File: src/start_sequencer_defs.vh
// Constants for the motor start sequencer
`ifndef START_SEQUENCER_DEFS_VH
`define START_SEQUENCER_DEFS_VH

// Sequencer states
`define SEQ_POWER_ON     4'h0
`define SEQ_SPEED_PROBE  4'h1
`define SEQ_BRAKE        4'h2
`define SEQ_REVERSE      4'h3
`define SEQ_ALIGN        4'h4
`define SEQ_PROBE        4'h5
`define SEQ_ACCEL        4'h6
`define SEQ_CLOSED       4'h7

// Drive modes shown on drive_mode
`define DRV_OFF          3'h0
`define DRV_BRAKE        3'h1
`define DRV_ALIGN        3'h2
`define DRV_PROBE        3'h3
`define DRV_OPEN_LOOP    3'h4
`define DRV_FEEDBACK     3'h5
`define DRV_REVERSE      3'h6

// Timing: clock and base tick
`define CLK_PERIOD_NS    8
`define TICK_US          10
`define TICK_CYCLES      ((`TICK_US * 1000) / `CLK_PERIOD_NS)

// Back-emf code fields
`define BACK_EMF_MANT_MSB    3
`define BACK_EMF_SHIFT_MSB   6
`define BACK_EMF_SHIFT_LSB   4

// Probe phase pairs, drive code {u,v,w high/low}
`define PAIR_COUNT       6

`endif

File: src/back_emf_constant_decoder.v
// Decoder for the 7-bit back-emf constant code
`default_nettype none
`include "start_sequencer_defs.vh"

module back_emf_constant_decoder (
    input wire [6:0] back_emf_constant_code,
    output wire [10:0] back_emf_constant_value
);
    // Mantissa in the low bits shifted by the upper three bits
    // 0x7F gives 15<<7 = 1920, 0x01 gives 1
    assign back_emf_constant_value = {7'h00, back_emf_constant_code[`BACK_EMF_MANT_MSB:0]}
        << back_emf_constant_code[`BACK_EMF_SHIFT_MSB:`BACK_EMF_SHIFT_LSB];
endmodule // back_emf_constant_decoder

`default_nettype wire

File: src/start_sequencer.v
// Motor start sequencer for a sensorless three-phase drive
//
// Overview of operation
// - Back-emf code value is low four bits shifted left by upper three bits.
// - Code 0x7F decodes to the largest value, 1920.
// - Code 0x01 decodes to the value one.
// - Sequencer restarts at power-on after reset or leaving standby.
// - From power-on, speed probe if enabled, else brake decision.
// - Speed under stationary threshold goes to brake decision, else direction.
// - Forward rotation resynchronises into closed loop; reverse checks speed limit.
// - Reverse speed over limit returns to speed probe, else checks reverse enable.
// - Reverse drive enabled enters reverse drive, else brake decision.
// - Reverse drive pushes forward until zero speed, then accelerates.
// - Brake is enabled whenever brake duration setting is nonzero.
// - Brake is held for the set duration, then probe decision.
// - Nonzero probe current threshold selects probe, otherwise align.
// - Align finished leads to accelerate.
// - Probe finished leads to accelerate.
// - Accelerate ramps open loop with the two acceleration settings.
// - Closed loop entered once rate exceeds open-to-closed threshold.
// - Closed loop drives from commutation feedback, not the ramp.
// - Direction pin change stops drive and restarts from power-on.
// - Brake turns on all three low-side transistors.
// - Align drives current into V and out of W for align duration.
// - Stationary when no UV rise (nor UW rise before the first UV rise) comes within the threshold time.
// - Probe pulses VW, WV, UV, VU, WU, UW; shortest time gives position.
`default_nettype none
`include "start_sequencer_defs.vh"

module start_sequencer #(
    parameter TICK_CYCLES = `TICK_CYCLES,
    parameter PROBE_TIMEOUT = 16'hFFFF
) (
    input wire sys_clk,
    input wire rstn,
    input wire standby_exit,
    input wire dir_pin,
    input wire cmp_uv,
    input wire cmp_uw,
    input wire probe_current_hit,
    input wire feedback_active,
    input wire [5:0] feedback_gates,
    input wire speed_probe_enable,
    input wire [1:0] stationary_speed_threshold,
    input wire [2:0] reverse_speed_limit,
    input wire reverse_drive_enable,
    input wire [2:0] brake_duration_setting,
    input wire [3:0] probe_current_threshold,
    input wire [2:0] align_duration,
    input wire [2:0] startup_accel_rate_a,
    input wire [2:0] startup_accel_rate_b,
    input wire [4:0] open_to_closed_threshold,
    input wire [6:0] back_emf_constant_code,
    output reg [3:0] seq_state,
    output reg [2:0] drive_mode,
    output reg [5:0] gate_drive,
    output reg [2:0] rotor_sector,
    output reg [15:0] commutation_rate,
    output reg [10:0] back_emf_constant_value
);
    ////////////////////////////////////////////////////////////////////////////
    // Input synchronisers
    reg [3:0] meta_r;
    reg [3:0] sync_r;
    // Free-running, so the edge detectors see real pin levels at release
    always @(posedge sys_clk) begin
        meta_r <= {dir_pin, cmp_uv, cmp_uw, probe_current_hit};
        sync_r <= meta_r;
    end
    wire dir_s = sync_r[3];
    wire uv_s = sync_r[2];
    wire uw_s = sync_r[1];
    wire hit_s = sync_r[0];

    reg dir_q_r;
    reg uv_q_r;
    reg uw_q_r;
    always @(posedge sys_clk) begin
        if (!rstn) begin
            // Load the pin levels so no false edge follows reset
            dir_q_r <= dir_s;
            uv_q_r <= uv_s;
            uw_q_r <= uw_s;
        end else begin
            dir_q_r <= dir_s;
            uv_q_r <= uv_s;
            uw_q_r <= uw_s;
        end
    end
    reg dir_valid_r;
    wire dir_change = dir_valid_r && (dir_s != dir_q_r);
    wire uv_rise = uv_s && !uv_q_r;
    wire uw_rise = uw_s && !uw_q_r;

    ////////////////////////////////////////////////////////////////////////////
    // Base tick divider
    reg [15:0] div_r;
    wire tick = (div_r == TICK_CYCLES[15:0] - 16'h0001);
    always @(posedge sys_clk) begin
        if (!rstn || tick)
            div_r <= 16'h0000;
        else
            div_r <= div_r + 16'h0001;
    end

    ////////////////////////////////////////////////////////////////////////////
    // Back-emf constant decode
    wire [10:0] back_emf_dec;
    back_emf_constant_decoder u_back_emf (
        .back_emf_constant_code(back_emf_constant_code),
        .back_emf_constant_value(back_emf_dec)
    );
    always @(posedge sys_clk) begin
        if (!rstn)
            back_emf_constant_value <= 11'h000;
        else
            back_emf_constant_value <= back_emf_dec;
    end

    ////////////////////////////////////////////////////////////////////////////
    // Helper functions
    // Ticks for a 3-bit duration code: 64 << code
    function [15:0] dur_ticks;
        input [2:0] code;
        begin
            dur_ticks = 16'h0040 << code;
        end
    endfunction

    // Gate pattern {uh,vh,wh,ul,vl,wl} for a probe pair index
    function [5:0] pair_gates;
        input [2:0] idx;
        begin
            case (idx)
                3'h0: pair_gates = 6'b010_001; // VW
                3'h1: pair_gates = 6'b001_010; // WV
                3'h2: pair_gates = 6'b100_010; // UV
                3'h3: pair_gates = 6'b010_100; // VU
                3'h4: pair_gates = 6'b001_100; // WU
                3'h5: pair_gates = 6'b100_001; // UW
                default: pair_gates = 6'b000_000;
            endcase
        end
    endfunction

    ////////////////////////////////////////////////////////////////////////////
    // Main state machine
    localparam S_POWER_ON = `SEQ_POWER_ON;
    localparam S_SPEED_PROBE = `SEQ_SPEED_PROBE;
    localparam S_BRAKE = `SEQ_BRAKE;
    localparam S_REVERSE = `SEQ_REVERSE;
    localparam S_ALIGN = `SEQ_ALIGN;
    localparam S_PROBE = `SEQ_PROBE;
    localparam S_ACCEL = `SEQ_ACCEL;
    localparam S_CLOSED = `SEQ_CLOSED;

    reg [15:0] timer_r;      // ticks in state
    reg [15:0] period_r;     // measured comparator period in ticks
    reg have_edge_r;
    reg forward_r;
    reg [2:0] pair_r;
    reg pulse_on_r;
    reg [15:0] pulse_cnt_r;
    reg [15:0] best_cnt_r;
    reg [7:0] ramp_div_r;

    // Speed limits: period must be shorter than a threshold-derived count
    wire [15:0] stationary_ticks = 16'h0100 << stationary_speed_threshold;
    wire [15:0] reverse_ticks = 16'h0800 >> reverse_speed_limit;
    wire [15:0] closed_rate = {6'h00, open_to_closed_threshold, 5'h00};
    wire brake_on = (brake_duration_setting != 3'h0);
    wire probe_on = (probe_current_threshold != 4'h0);

    // Decision chain after the speed-dependent stages
    wire [3:0] after_brake_dec = probe_on ? S_PROBE : S_ALIGN;
    wire [3:0] brake_dec = brake_on ? S_BRAKE : after_brake_dec;

    always @(posedge sys_clk) begin
        if (!rstn || standby_exit || dir_change) begin
            // Drive stops and the sequence restarts at power-on
            seq_state <= S_POWER_ON;
            timer_r <= 16'h0000;
            period_r <= 16'h0000;
            have_edge_r <= 1'b0;
            forward_r <= 1'b0;
            pair_r <= 3'h0;
            pulse_on_r <= 1'b0;
            pulse_cnt_r <= 16'h0000;
            best_cnt_r <= 16'hFFFF;
            rotor_sector <= 3'h0;
            commutation_rate <= 16'h0000;
            ramp_div_r <= 8'h00;
            dir_valid_r <= rstn && !standby_exit;
        end else begin
            dir_valid_r <= 1'b1;
            if (tick)
                timer_r <= timer_r + 16'h0001;
            case (seq_state)
                S_POWER_ON: begin
                    timer_r <= 16'h0000;
                    have_edge_r <= 1'b0;
                    seq_state <= speed_probe_enable ? S_SPEED_PROBE : brake_dec;
                end
                S_SPEED_PROBE: begin
                    if (uv_rise) begin
                        // Period between rising edges; direction from UW level
                        if (have_edge_r) begin
                            period_r <= timer_r;
                            forward_r <= !uw_s;
                            if (timer_r < stationary_ticks) begin
                                if (!uw_s) begin
                                    seq_state <= S_CLOSED;
                                end else if (timer_r < reverse_ticks) begin
                                    seq_state <= S_SPEED_PROBE;
                                end else if (reverse_drive_enable) begin
                                    seq_state <= S_REVERSE;
                                end else begin
                                    seq_state <= brake_dec;
                                end
                            end
                        end
                        have_edge_r <= 1'b1;
                        timer_r <= 16'h0000;
                    end else if (uw_rise && !have_edge_r) begin
                        // UW rise restarts the still window until the first UV rise
                        timer_r <= 16'h0000;
                    end else if (timer_r >= stationary_ticks) begin
                        seq_state <= brake_dec;
                        timer_r <= 16'h0000;
                    end
                end
                S_REVERSE: begin
                    // Forward drive until the comparators go quiet
                    if (uv_rise || uw_rise)
                        timer_r <= 16'h0000;
                    else if (timer_r >= stationary_ticks) begin
                        seq_state <= S_ACCEL;
                        timer_r <= 16'h0000;
                    end
                end
                S_BRAKE: begin
                    if (timer_r >= dur_ticks(brake_duration_setting)) begin
                        seq_state <= after_brake_dec;
                        timer_r <= 16'h0000;
                    end
                end
                S_ALIGN: begin
                    if (timer_r >= dur_ticks(align_duration)) begin
                        seq_state <= S_ACCEL;
                        rotor_sector <= 3'h0;
                        timer_r <= 16'h0000;
                    end
                end
                S_PROBE: begin
                    // Pulse each pair, keep the pair that hits fastest
                    if (!pulse_on_r) begin
                        // Next pulse waits until the last hit has cleared
                        pulse_on_r <= !hit_s;
                        pulse_cnt_r <= 16'h0000;
                    end else if (hit_s || pulse_cnt_r == PROBE_TIMEOUT[15:0]) begin
                        pulse_on_r <= 1'b0;
                        if (hit_s && pulse_cnt_r < best_cnt_r) begin
                            best_cnt_r <= pulse_cnt_r;
                            rotor_sector <= pair_r;
                        end
                        if (pair_r == `PAIR_COUNT - 1) begin
                            seq_state <= S_ACCEL;
                            timer_r <= 16'h0000;
                        end else begin
                            pair_r <= pair_r + 3'h1;
                        end
                    end else begin
                        pulse_cnt_r <= pulse_cnt_r + 16'h0001;
                    end
                end
                S_ACCEL: begin
                    // Open-loop ramp: rate a early, rate b later
                    if (tick) begin
                        ramp_div_r <= ramp_div_r + 8'h01;
                        commutation_rate <= commutation_rate + {13'h0000,
                            (commutation_rate[15:8] == 8'h00) ?
                            startup_accel_rate_a : startup_accel_rate_b} + 16'h0001;
                        if (ramp_div_r[3:0] == 4'hF)
                            rotor_sector <= (rotor_sector == 3'h5) ? 3'h0
                                : rotor_sector + 3'h1;
                    end
                    if (commutation_rate > closed_rate)
                        seq_state <= S_CLOSED;
                end
                S_CLOSED: begin
                    seq_state <= S_CLOSED;
                end
                default: begin
                    seq_state <= S_POWER_ON;
                end
            endcase
        end
    end

    ////////////////////////////////////////////////////////////////////////////
    // Gate drive {uh,vh,wh,ul,vl,wl}
    reg [5:0] gates_nxt;
    reg [2:0] mode_nxt;
    always @* begin
        gates_nxt = 6'b000_000;
        mode_nxt = `DRV_OFF;
        case (seq_state)
            S_BRAKE: begin
                gates_nxt = 6'b000_111;
                mode_nxt = `DRV_BRAKE;
            end
            S_ALIGN: begin
                gates_nxt = 6'b010_001;
                mode_nxt = `DRV_ALIGN;
            end
            S_PROBE: begin
                gates_nxt = pulse_on_r ? pair_gates(pair_r) : 6'b000_000;
                mode_nxt = `DRV_PROBE;
            end
            S_REVERSE: begin
                gates_nxt = pair_gates(3'h0);
                mode_nxt = `DRV_REVERSE;
            end
            S_ACCEL: begin
                gates_nxt = pair_gates(rotor_sector);
                mode_nxt = `DRV_OPEN_LOOP;
            end
            S_CLOSED: begin
                gates_nxt = feedback_active ? feedback_gates : 6'b000_000;
                mode_nxt = `DRV_FEEDBACK;
            end
            default: begin
                gates_nxt = 6'b000_000;
                mode_nxt = `DRV_OFF;
            end
        endcase
    end

    always @(posedge sys_clk) begin
        if (!rstn || dir_change || standby_exit) begin
            gate_drive <= 6'b000_000;
            drive_mode <= `DRV_OFF;
        end else begin
            gate_drive <= gates_nxt;
            drive_mode <= mode_nxt;
        end
    end
endmodule // start_sequencer

`default_nettype wire

File: config.mk
export PLATFORM = sky130hd
export DESIGN_NAME = start_sequencer
export DESIGN_NICKNAME = d
export VERILOG_FILES = /design/src/back_emf_constant_decoder.v /design/src/start_sequencer.v
export VERILOG_INCLUDE_DIRS = /design/src
export SDC_FILE = /design/constraint.sdc
export NUM_CORES = 1
export LEC_CHECK = 0
export BUFFER_PORTS_ARGS = -buffer_cell sky130_fd_sc_hd__buf_2
export CORE_MARGIN = 1.5
export CORE_UTILIZATION = 63
export DETAILED_ROUTE_END_ITERATION = 7
export GPL_ROUTABILITY_DRIVEN = 0
export MAX_ROUTING_LAYER = met4
export PLACE_DENSITY = 0.85
export SYNTH_ARGS = -nofsm -noshare
export SYNTH_HDL_FRONTEND = slang
export SYNTH_SLANG_ARGS = --single-unit
File: constraint.sdc
create_clock -name sys_clk -period 5.4 [get_ports sys_clk]
set_clock_uncertainty 0.2 [all_clocks]
set_input_delay 1.08 -clock sys_clk [delete_from_list [all_inputs] [get_ports sys_clk]]
set_output_delay 1.08 -clock sys_clk [all_outputs]
set_load 0.005 [all_outputs]
Word level (Yosys, flattened, before mapping)

Cells that the tools add are included.

Register bits: 132
Bits of input ports: 49
Output and inout bits: 43

$add $sub $neg: 8
Order comparisons: 7
Equal/unequal tests: 38
Shift operators: 5
Multiplexer cells: 52
Bitwise operators: 1
Reductions and logical operators: 35

Operators with widths:

| cell                                                  | count |
|---|---|
| two-way mux 16 bit                                    | 12 |
| one-hot mux 16 bit (6 select lines)                   | 1 |
| one-hot mux 6 bit (6 select lines)                    | 2 |
| adder 16 x 1 -> 16 bit, second input constant         | 4 |
| two-way mux 4 bit                                     | 13 |
| greater-or-equal comparator 16 bit                    | 3 |
| < comparator 16 bit                                   | 3 |
| two-way mux 3 bit                                     | 13 |
| one-hot mux 4 bit (8 select lines)                    | 1 |
| << shifter 7 x 3 -> 16 bit, first input constant      | 2 |
| one-hot mux 6 bit (5 select lines)                    | 1 |
| inequality test 2 bit, second input constant          | 13 |
| one-hot mux 3 bit (6 select lines)                    | 1 |
| adder 16 x 3 -> 16 bit                                | 1 |
| equality test 16 x 11 -> 1 bit, second input constant | 1 |
| equality test 16 bit, second input constant           | 1 |
| equality test 4 x 3 -> 1 bit, second input constant   | 4 |
| > comparator 16 x 10 -> 1 bit                         | 1 |
| << shifter 9 x 2 -> 16 bit, first input constant      | 1 |
| right shift 12 x 3 -> 16 bit, first input constant    | 1 |
| equality test 3 x 2 -> 1 bit, second input constant   | 4 |
| equality test 3 bit, second input constant            | 4 |
| two-way mux 6 bit                                     | 2 |
| inequality test 3 bit, second input constant          | 4 |
| other kinds (26)                                      | 53 |

Longest topological paths before layout

Gate-level depths: netlist (run 1).

Word-level depth: 10
Depth in mapped cells: 11
Mapped depth without buffers: 11

Hierarchy

From an unflattened synthesis (run 1), not the netlist that was laid out.

Cells, all modules: 825
Area total of the unflattened synthesis: 7039.3 sq um

By module, submodules not included:

| module                    | times used | cells an instance | area an instance (sq um) | sequential area each (sq um) |
|---|---|---|---|---|
| start_sequencer           | 1          | 795               | 6810.3                   | 2542.4 |
| back_emf_constant_decoder | 1          | 30                | 229.0                    | 0.0 |

Worst setup path after synthesis (run 1)

Ideal clock, no wire load.

Path kind: input -> register
From: input brake_duration_setting[1]
To: register timer_r[10]
Data arrival time: 3.280 ns
Data required time: 5.136 ns
Path slack: 1.856 ns
Cell stages on the path: 9
Buffers on the path: 1
Path through: or3b_2 > ha_1 > a2111oi_0 > o21ai_0 > a2111oi_0 > nor4_1 > a21o_1 > buf_4 > nor2_1

Longest elaborated chain between the ends: 4

Ends and longest elaborated chain:

| item                                | RTL line              | text |
|---|---|---|
| start: declaration                  | start_sequencer.v:47  | `input wire [2:0] brake_duration_setting,` |
| << shifter 7 x 3 -> 16 bit          | start_sequencer.v:126 | `dur_ticks = 16'h0040 << code;` |
| greater-or-equal comparator 16 bit  | start_sequencer.v:242 | `if (timer_r >= dur_ticks(brake_duration_setting)) begin` |
| two-way mux 16 bit                  | start_sequencer.v:242 |  |
| one-hot mux 16 bit (6 select lines) | start_sequencer.v:198 | `case (seq_state)` |
| end signal: assignment              | start_sequencer.v:197 | `timer_r <= timer_r + 16'h0001;` |
| end: declaration                    | start_sequencer.v:157 | `reg [15:0] timer_r;` |

Every way passes these cells.
A chain may end at the register's enable or synchronous reset.

Final worst setup path (run 1)

From: input brake_duration_setting[1]
To: register timer_r[5]

Same word-level chain as after synthesis.

==> summary.txt, run 1 <==
STA
  • Setup tns final: 0 ns
  • Max Slew Vio Count: 0
  • Fmax: 0.2617 GHz
  • RSZ-0062 raised after global routing: no
  • Min cycle time layout: 3.821 ns
  • Crit share post-route: 70.76%
  • Least-Margin Pin Slew: 1.125 ns
  • Final Setup Violations: 0
  • Hold Vio Cnt, Final: 0
  • Slew HR: 24.49%

Floorplan
  • CORE AREA: 10980 um2
  • Die area: 12080 um2
  • Die W: 109.9 um
  • Core Rows: 38
  • Starting Density: 65.58%
  • Die Ht: 109.9 um
  • Ports: 92

Synth
  • Prevailing post-synth register cell: dfxtp_1
  • Synth Register Bits: 127
  • Yosys top cell area share: 35.30%
  • XOR/XNOR Fraction of Synth Area: 6.931%
  • Unique cell type count in the Yosys netlist: 65
  • Synth Area in Adders: 11.22%
  • Synth warn: 0
  • Simple-gate share of the synthesized area: 27.03%
  • Synthesized instance count: 862
  • Synth top area cells: dfxtp_1 (35%), ha_1 (11%), nor2_1 (6.2%), nand3_1 (4.0%), xnor2_1 (3.8%)
  • Area leader, netlist: dfxtp_1
  • Compound-cell area share of the yosys netlist: 12.80%
  • Avg Cell Area, Syn: 8.356 um2
  • Asr flop ratio synth: 0%
  • Syn nets: 975
  • Count of flip-flops with a built-in enable after synthesis: 0
  • Synthesized cell area: 7203 um2
  • Largest family of logic cells by synthesized area: simple AND/OR/NAND/NOR gates
  • Register area share after synthesis: 35.30%
  • Mux cell area share after synthesis: 2.710%

Drt
  • WL final: 16760 um
  • Final ANT Viol Nets: 0
  • Residual DRC: 2
  • Vias post-DR: 6496
  • Vias/cell: 5.938
  • First-pass DRT Iterations: 8
  • Average wire per standard cell: 15.32 um
  • DR iter-0 viols: 503

Power and ir drop
  • Combinational fraction of design power: 7.0%
  • VDD IR max: 212.2 uV
  • Clock share of power: 49.8%
  • Sw Ratio: 22.16%
  • P_sw: 497.5 uW
  • P_leak: 0.003542 uW
  • Pwr Density: 270.4 nW/um2
  • Sequential cell fraction of total power: 43.2%
  • Int Pwr: 1748 uW

Global routing
  • Met3 Usage GRT: 6.402%
  • Global route hottest layer: met2
  • Antenna violations before repair: 0
  • Met2 Track Usage GR: 48.36%
  • GR Util met1: 37.02%
  • Overall routing resource usage: 30.08%
  • Gr ovfl total: 0
  • First-pass GRT wire length: 27680 um
  • Vias in the first global route: 6024
  • Largest net degree at the start of global routing: 32

CTS
  • CTS Root Buffer Type: clkbuf_16
  • TritonCTS Buffers: 17
  • Bufs on Longest Clock Path: 2
  • # hold bufs at CTS: 0
  • Latest clock arrival within the worst-skew pair: 0.42 ns
  • Post-CTS Setup Repair Bufs: 0
  • CTS tree: done
  • PostCTS Resize Cnt: 0
  • Clk slew on worst S/H paths: 0.05 ns
  • Clk sinks: 127
  • H-Tree Level Count: 4

Worst setup path
  • Worst EP arrival: 3.97 ns
  • Crit Path Category: input pin to flop
  • Crit. End Element: flop
  • Max FO, Critical Path: 16
  • CP required: 5.55 ns
  • Crit path launch type: input pin

Placement
  • DP Wirelength: 11560 um
  • DP Area: 7724 um2
  • Dpl cells: 1065
  • Port Buffer Count: 90

Cells and area
  • N_diodes: 0
  • Layout cells sized above 1: 15.93%
  • Area of the multi-input gates: 4375 um2
  • Cell area after layout: 8304 um2
  • Most frequent cells in the layout: dfxtp_1 (127), nor2_1 (119), buf_2 (90)
  • Storage cell area: 2542 um2
  • Layout Cells excl Fill: 1094
  • Area grow syn2layout: 15.29%
  • Fillers: 793
  • Final #Nets: 1057
  • Commonest non-fill, non-tap cell in the layout: dfxtp_1

Run
  • Max Cap Viol: 0

Status
  • Status: complete, but fails checks
  • Failing checks: design-rule violations

Min path
  • HP Class: flop to flop
Yosys cell counts (7+ instances only):
cell type,instances
a211oi_1,9
a21o_1,7
a21oi_1,33
a31oi_1,8
and3_1,13
clkbuf_1,24
dfxtp_1,127
ha_1,63
inv_1,42
mux2i_1,15
nand2_1,66
nand2b_1,13
nand3_1,57
nand3b_1,11
nand4_1,15
nor2_1,119
nor3_1,19
nor4_1,7
o21ai_0,51
or3_1,11
xnor2_1,31
xor2_1,26
per-stage QoR:
| step | power (uW) | setup WS (ns) | hold slack (ns) | utilization, % |
|---|---|---|---|---|
| after global routing | 2316 | 1.355 | 0.1326 | 75.61 |
| after CTS | 2247 | 1.601 | 0.1248 | 75.61 |
| after floorplan | 1086 | 1.856 | 0.1096 | - |
| after global placement | 1139 | 1.522 | 0.1115 | 70.32 |
| final | 2245 | 1.579 | 0.1250 | 75.61 |
| after detailed placement | 1142 | 1.389 | 0.1128 | 70.32 |
final timing paths:
check | to | start | slack, ns | depth (start not counted)
min | sync_r[3] | meta_r[3] | 0.12 | 0
max reg2reg | commutation_rate[15] | commutation_rate[12] | 1.77 | 11
min reg2reg | sync_r[3] | meta_r[3] | 0.12 | 0
max | timer_r[5] | brake_duration_setting[1] | 1.58 | 9
layout make-up:
cell class / count / area share (%)
Timing Repair Buffer: 93 / 5.695
Clock buffer: 23 / 5.997
Multi-Input combinational cell: 663 / 52.69
Tap cell: 140 / 2.109
Clock inverter: 6 / 0.9944
Sequential cell: 127 / 30.62
Inverter: 42 / 1.898
worst max-delay path, stage by stage:
cell and delay [ns]:
buf_2 0.13, or3b_2 0.47, ha_1 0.22, a2111oi_0 0.55, o21ai_0 0.24, a2111oi_0 0.58, nor4_1 0.16, a21o_1 0.37
nor2_1 0.17
cell families (layout without fill, tap and decap cells):
| family | Yosys count | count (layout) |
|---|---|---|
| AO/OA/AOI/OAI | 145 | 145 |
| XOR/XNOR | 57 | 57 |
| adder cells (fa/ha/maj) | 64 | 64 |
| buffers and inverters | 72 | 164 |
| flip-flops | 127 | 127 |
| multiplexers | 19 | 19 |
| other | 1 | 1 |
| AND/OR/NAND/NOR | 377 | 377 |
registers in the layout, indices dropped and copies added (netlist names), 6 cells and up:
| name | count |
|---|---|
| back_emf_constant_value | 11 |
| best_cnt_r | 16 |
| commutation_rate | 16 |
| div_r | 16 |
| gate_drive | 6 |
| pulse_cnt_r | 16 |
| timer_r | 16 |
routing by layer:
layer / part of all wire (%) / up-vias
li1: - / 3206
met1: 45 / 2982
met2: 46 / 268
met3: 7.0 / 40
met4: 2.7 / 0
met5: 0 / -
power groups by stage:
stage	logic [uW]	clock network, uW	registers (uW)
6_report	157	1120	970
5_1_grt	175	1170	972
2_1_floorplan	108	0	979
3_5_place_dp	153	0	989
3_3_place_gp	151	0	989
4_1_cts	155	1120	970
No activity file was read; power rests on OpenSTA's default activity.
==> run 2, diff against run 1 <==
Settings changed: CORE_UTILIZATION 63 to 59, PLACE_DENSITY 0.85 to 0.8.
Clock period 5.4 ns to 3.75 ns, I/O delays scaled along.
==> run 2 against run 1 <==
Against the previous run: the flow now finishes without violations; clock-buffer cell count decreased by 4; critical path type is now flop to flop; routed wire length is 2.2% lower; clock power is 41% higher; global-route usage shrank 3.0 points.
==> summary.txt, run 2 (synthesis results as in run 1) <==
Global routing
  • Vias in the first global route: 5980 (was 6024)
  • Largest net degree at the start of global routing: 27 (was 32)
  • Overall routing resource usage: 27.13% (was 30.08%)
  • Antenna violations before repair: 0 (unchanged)
  • Gr ovfl total: 0 (unchanged)
  • First-pass GRT wire length: 27520 um (was 27680 um)

Worst setup path
  • Crit path launch type: flop (was input pin)
  • R2r endpoint: commutation_rate[15] (unchanged)
  • Max FO, Critical Path: 7 (was 16)
  • Crit Path Category: flop to flop (was input pin to flop)
  • Worst Reg-to-Reg Cells: 11 (unchanged)
  • Crit. End Element: flop (unchanged)
  • CP required: 3.90 ns (was 5.55 ns)
  • R2r startpoint: commutation_rate[12] (unchanged)
  • Worst EP arrival: 3.64 ns (was 3.97 ns)
  • Setup slack, reg-to-reg: 0.26 ns (was 1.77 ns)

STA
  • Max Slew Vio Count: 0 (unchanged)
  • Fmax: 0.2867 GHz
  • Slew HR: 29.33% (was 24.49%)
  • Least-Margin Pin Slew: 1.053 ns (was 1.125 ns)
  • Fin worst setup slack: 0.2615 ns (was 1.579 ns)
  • Final Setup Violations: 0 (unchanged)
  • Hold Vio Cnt, Final: 0 (unchanged)
  • Crit share post-route: 93.03%
  • Min cycle time layout: 3.489 ns

Drt
  • Vias post-DR: 6413 (was 6496)
  • Average wire per standard cell: 14.72 um (was 15.32 um)
  • WL final: 16390 um (was 16760 um)
  • First-pass DRT Iterations: 5 (was 8)
  • DR iter-0 viols: 414 (was 503)
  • Final ANT Viol Nets: 0 (unchanged)
  • Vias/cell: 5.757 (was 5.938)
  • Residual DRC: 0 (was 2)

CTS
  • CTS tree: done (unchanged)
  • TritonCTS Buffers: 17 (unchanged)
  • Bufs on Longest Clock Path: 2 (unchanged)
  • CTS Root Buffer Type: clkbuf_16 (unchanged)
  • Clk sinks: 127 (unchanged)
  • Latest clock arrival within the worst-skew pair: 0.42 ns (about the same)
  • H-Tree Level Count: 4 (unchanged)
  • Clk slew on worst S/H paths: 0.06 ns (was 0.05 ns)

Placement
  • Port Buffer Count: 90 (unchanged)
  • Pre-CTS WS: 0.1654 ns (was 1.389 ns)
  • Dpl cells: 1080 (was 1065)
  • DP Wirelength: 11840 um (was 11560 um)

Min path
  • Worst hold path startpoint: meta_r[1] (was meta_r[3])
  • HP Class: flop to flop (unchanged)
  • Sink of the worst hold path: sync_r[1] (was sync_r[3])
  • Worst Hold Path Cells: 0 (unchanged)

Cells and area
  • Layout Cells excl Fill: 1114 (was 1094)
  • Most frequent cells in the layout: dfxtp_1 (127), nor2_1 (118), buf_2 (90) (was dfxtp_1 (127), nor2_1 (119), buf_2 (90))
  • Area grow syn2layout: 16.38% (was 15.29%)
  • Commonest non-fill, non-tap cell in the layout: dfxtp_1 (unchanged)
  • Post-layout util: 70.08% (was 75.61%)
  • Layout cells sized above 1: 17.17% (was 15.93%)
  • Final #Nets: 1067 (was 1057)
  • N_diodes: 0 (unchanged)

Floorplan
  • Core Rows: 40 (was 38)
  • Die Ht: 113.5 um (was 109.9 um)
  • CORE AREA: 11960 um2 (was 10980 um2)
  • Starting Density: 60.22% (was 65.58%)
  • Die W: 113.5 um (was 109.9 um)
  • Die area: 12880 um2 (was 12080 um2)
  • Ports: 92 (unchanged)

Run
  • Max Cap Viol: 0 (unchanged)

Power and ir drop
  • Pwr Density: 382.4 nW/um2 (was 270.4 nW/um2)
  • Int Pwr: 2410 uW (was 1748 uW)
  • Clock share of power: 49.3% (was 49.8%)
  • P_leak: 0.003570 uW (was 0.003542 uW)
  • Sequential cell fraction of total power: 43.5% (was 43.2%)
  • P_sw: 795.3 uW (was 497.5 uW)
  • VDD IR max: 256.3 uV (was 212.2 uV)
  • Combinational fraction of design power: 7.2% (was 7.0%)
  • Sw Ratio: 24.81% (was 22.16%)

Status
  • Status: completed (was complete, but fails checks)
[run 2: changes by cell type in the layout (fill, tap and decap cells not counted), sizes merged]
cell	previous run	this run
buf	93	103
inv	42	47
clkbuf	23	19
clkinvlp	1	4
bufinv	2	1
[run 2: worst max path at each step]
stage	startpoint	to	slack, ns	depth (start not counted)
6_report	commutation_rate[12]	commutation_rate[15]	0.26	11
5_1_grt	commutation_rate[12]	commutation_rate[15]	-0.00005	11
4_1_cts	commutation_rate[12]	commutation_rate[15]	0.27	11
3_5_place_dp	brake_duration_setting[1]	timer_r[4]	0.17	10
3_3_place_gp	brake_duration_setting[1]	timer_r[15]	0.23	10
2_1_floorplan	brake_duration_setting[1]	timer_r[10]	0.54	9
[run 2: per-stage QoR]
| step | setup TNS [ns] | power [uW] | hold slack [ns] | instance area (um2) |
|---|---|---|---|---|
| 2_1_floorplan | 0 | 1564 | 0.1096 | 7203 |
| 3_3_place_gp | 0 | 1646 | 0.1104 | 7792 |
| 3_5_place_dp | 0 | 1651 | 0.1132 | 7792 |
| 4_1_cts | 0 | 3223 | 0.1265 | 8366 |
| 5_1_grt | -0.00004841 | 3320 | 0.1289 | 8383 |
| 6_report | 0 | 3206 | 0.1246 | 8383 |
[run 2: area by class of cell]
class,count,area (um2)
clock buffers,19,442.9
clock inverters,13,130.1
fillers,939,3578
inverters,42,157.7
multi-input cells,663,4378
flip-flops and latches,127,2542
well taps,147,183.9
repair buffers,103,548.0
[run 2: repair_timing]
action | in CTS | in global routing
setup buffers | 0 | 2
hold buffers | 0 | 0
endpoints found under the setup margin | 0 | 3
endpoints found under the hold margin | 0 | 0
resized for setup | 0 | 1
[run 2: worst max-delay path, cell delays in order, from the launching register on]
cell and delay [ns]:
dfxtp_1 0.36, or4_1 0.52, nor3_1 0.20, nand2_1 0.17, mux2_2 0.32, ha_1 0.27, nor2b_1 0.11, o21ai_0 0.13
a211oi_4 0.37, nand3b_1 0.24, or4_1 0.44, o21ai_0 0.09
[run 2: power groups by stage]
stage / Combinational (uW) / Sequential [uW] / Clock [uW]
after floorplan: 155 / 1410 / 0
after global placement: 224 / 1420 / 0
after detailed placement: 228 / 1420 / 0
after CTS: 230 / 1390 / 1600
after global routing: 258 / 1400 / 1670
final: 231 / 1390 / 1580
[run 2: metal layers]
layer / part of all wire [%] / GRT usage [%] / wire, um
met5: 0 / - / 0
met3: 5.4 / 6.111 / 879
met2: 48 / 44.38 / 7934
met4: 2.3 / 11.83 / 377
met1: 44 / 32.15 / 7204
==> run 3, diff against run 2 <==
--- a/config.mk
+++ b/config.mk
@@ -15,2 +15,3 @@
 export PLACE_DENSITY = 0.8
+export SLEW_MARGIN = 10
 export SYNTH_ARGS = -nofsm -noshare
==> constraint.sdc (replaced) <==
create_clock -name sys_clk -period 3.75 [get_ports sys_clk]
set_clock_uncertainty 0.2 [all_clocks]
set_input_delay 0.1875 -clock sys_clk [delete_from_list [all_inputs] [get_ports sys_clk]]
set_output_delay 0.1875 -clock sys_clk [all_outputs]
set_load 0.005 [all_outputs]
==> run 3 against run 2 <==
Against the previous run: utilization up 2.0 points; register-to-register slack got worse by 0.09 ns; sequential power barely moved; worst setup slack got worse by 0.094 ns; clock power rose by 3%; largest cell class unchanged; largest power group unchanged.
==> summary.txt, run 3 (synthesis results as in run 1) <==
Status
  • Status: completed (unchanged)

Power and ir drop
  • VDD IR max: 262.3 uV (was 256.3 uV)
  • Sw Ratio: 24.27% (was 24.81%)
  • Clock share of power: 49.7% (was 49.3%)
  • Sequential cell fraction of total power: 42.6% (was 43.5%)
  • Pwr Density: 378.5 nW/um2 (was 382.4 nW/um2)
  • P_sw: 792.1 uW (was 795.3 uW)
  • Combinational fraction of design power: 7.8% (was 7.2%)
  • Int Pwr: 2472 uW (was 2410 uW)
  • P_leak: 0.003670 uW (was 0.003570 uW)

Drt
  • Final ANT Viol Nets: 0 (unchanged)
  • Vias/cell: 5.695 (was 5.757)
  • Vias post-DR: 6470 (was 6413)
  • First-pass DRT Iterations: 7 (was 5)
  • WL final: 16820 um (was 16390 um)
  • Residual DRC: 0 (unchanged)
  • DR iter-0 viols: 386 (was 414)
  • Average wire per standard cell: 14.81 um (was 14.72 um)

Min path
  • Worst Hold Path Cells: 5 (was 0)
  • Worst hold path startpoint: feedback_gates[4] (was meta_r[1])
  • HP Class: input pin to flop (was flop to flop)
  • Sink of the worst hold path: gate_drive[4] (was sync_r[1])

Cells and area
  • Final #Nets: 1089 (was 1067)
  • Layout cells sized above 1: 16.58% (was 17.17%)
  • Most frequent cells in the layout: dfxtp_1 (127), nor2_1 (118), buf_2 (90) (unchanged)
  • Area grow syn2layout: 19.72% (was 16.38%)
  • Commonest non-fill, non-tap cell in the layout: dfxtp_1 (unchanged)
  • Layout Cells excl Fill: 1136 (was 1114)
  • N_diodes: 0 (unchanged)
  • Post-layout util: 72.09% (was 70.08%)

STA
  • Final Setup Violations: 0 (unchanged)
  • Hold Vio Cnt, Final: 0 (unchanged)
  • Min cycle time layout: 3.582 ns (was 3.489 ns)
  • RSZ-0062 raised after global routing: no
  • Max Slew Vio Count: 0 (unchanged)
  • Slew HR: 25.42% (was 29.33%)
  • Fmax: 0.2792 GHz (was 0.2867 GHz)
  • Least-Margin Pin Slew: 1.111 ns (was 1.053 ns)
  • Crit share post-route: 95.52% (was 93.03%)
  • Setup tns final: 0 ns (unchanged)

Worst setup path
  • Crit path launch type: flop (unchanged)
  • Crit. End Element: flop (unchanged)
  • Setup slack, reg-to-reg: 0.17 ns (was 0.26 ns)
  • Critical path cell sequence: or4_1, nor3_1, nand2_1, mux2_2, ha_1, nor2b_1, o21ai_0, a211oi_4, nand3b_1, or4_1, o21ai_0 (unchanged)
  • R2r startpoint: commutation_rate[12] (unchanged)
  • CP required: 3.89 ns (was 3.90 ns)
  • Slowest CP cell: or4_1 (unchanged)
  • R2r endpoint: commutation_rate[13] (was commutation_rate[15])
  • Crit Path Category: flop to flop (unchanged)
  • Critical Path Max Stage Delay: 0.54 ns (was 0.52 ns)
  • CP top delay family: simple AND/OR/NAND/NOR gates (unchanged)
  • Worst EP arrival: 3.72 ns (was 3.64 ns)
  • Worst Reg-to-Reg Cells: 11 (unchanged)
  • Max FO, Critical Path: 7 (unchanged)
  • Critical path buffers and inverters: 0 (unchanged)

Global routing
  • First-pass GRT wire length: 28520 um (was 27520 um)
  • Antenna violations before repair: 0 (unchanged)
  • Vias in the first global route: 6194 (was 5980)
  • Overall routing resource usage: 27.91% (was 27.13%)
  • Gr ovfl total: 0 (unchanged)
  • Largest net degree at the start of global routing: 20 (was 27)

Placement
  • DP Wirelength: 11660 um (was 11840 um)
  • Port Buffer Count: 90 (unchanged)
  • Dpl cells: 1079 (was 1080)

Floorplan
  • CORE AREA: 11960 um2 (unchanged)
  • Die area: 12880 um2 (unchanged)
  • Die Ht: 113.5 um (unchanged)
  • Ports: 92 (unchanged)
  • Starting Density: 60.22% (unchanged)
  • Core Rows: 40 (unchanged)
  • Die W: 113.5 um (unchanged)

CTS
  • Latest clock arrival within the worst-skew pair: 0.41 ns (was 0.42 ns)
  • TritonCTS Buffers: 17 (unchanged)
  • Bufs on Longest Clock Path: 2 (unchanged)
  • H-Tree Level Count: 4 (unchanged)
  • Clk slew on worst S/H paths: 0.06 ns (about the same)
  • CTS Root Buffer Type: clkbuf_16 (unchanged)
  • Clk sinks: 127 (unchanged)
  • CTS tree: done (unchanged)

Run
  • Max Cap Viol: 0 (unchanged)
[run 3: changes by cell type in the layout (fill, tap and decap cells not counted), sizes merged]
cell,change
buf,-2
bufinv,+1
clkbuf,-1
clkinv,+1
dlygate4sd3,+24
inv,-1
[run 3: worst max path at each step]
stage / startpoint / to / slack, ns / cells after the start
after floorplan: commutation_rate[12] / commutation_rate[13] / 0.56 / 11
after global placement: commutation_rate[12] / commutation_rate[13] / 0.38 / 11
after detailed placement: commutation_rate[12] / commutation_rate[13] / 0.24 / 11
after CTS: commutation_rate[12] / commutation_rate[13] / 0.13 / 11
after global routing: commutation_rate[12] / commutation_rate[15] / 0.003 / 11
final: commutation_rate[12] / commutation_rate[13] / 0.17 / 11
[run 3: per-layer routing]
metal | global-route usage (%) | wire [um] | up-vias | part of all wire [%]
met5 | - | 0 | - | 0
met4 | 10.25 | 348 | 0 | 2.1
met3 | 5.632 | 765 | 33 | 4.5
met2 | 46.59 | 8176 | 160 | 49
met1 | 33.49 | 7529 | 3003 | 45
li1 | - | - | 3274 | -
[run 3: power groups by stage]
stage	Sequential (uW)	Clock, uW	Combinational, uW
after floorplan	1410	0	155
after global placement	1420	0	228
after detailed placement	1420	0	232
after CTS	1390	1640	250
after global routing	1390	1700	280
final	1390	1620	253
[run 3: layout make-up]
| cell class | count | area [um2] |
|---|---|---|
| clock buffer | 18 | 429.2 |
| clock inverter | 14 | 158.9 |
| fill | 926 | 3338 |
| inverter | 42 | 157.7 |
| multi-input combinational | 663 | 4378 |
| sequential | 127 | 2542 |
| tap | 147 | 183.9 |
| timing repair buffer | 125 | 773.2 |
[run 3: per-stage QoR]
| stage | hold slack, ns | worst slack (ns) | total power, uW | cell area, um2 |
|---|---|---|---|---|
| finish | 0.008536 | 0.1679 | 3264 | 8623 |
| global route | 0.04711 | 0.002785 | 3369 | 8623 |
| CTS | 0.005771 | 0.1346 | 3275 | 8613 |
| detailed placement | 0.09109 | 0.2410 | 1650 | 7785 |
| global placement | 0.09094 | 0.3779 | 1646 | 7785 |
| floorplan | 0.01522 | 0.5609 | 1564 | 7203 |
[run 3: timing repair]
action | in CTS | in global routing
endpoints found under the hold margin | 21 | 0
buffers inserted | 0 | 1
hold buffers | 24 | 0
setup endpoints to repair | 0 | 4
resized for setup | 0 | 1
[run 3: worst min-delay path: stages]
cell      delay [ns]
buf_2           0.08
nand2_1         0.04
a21oi_1         0.15
a211oi_1        0.06
nor2_1          0.08
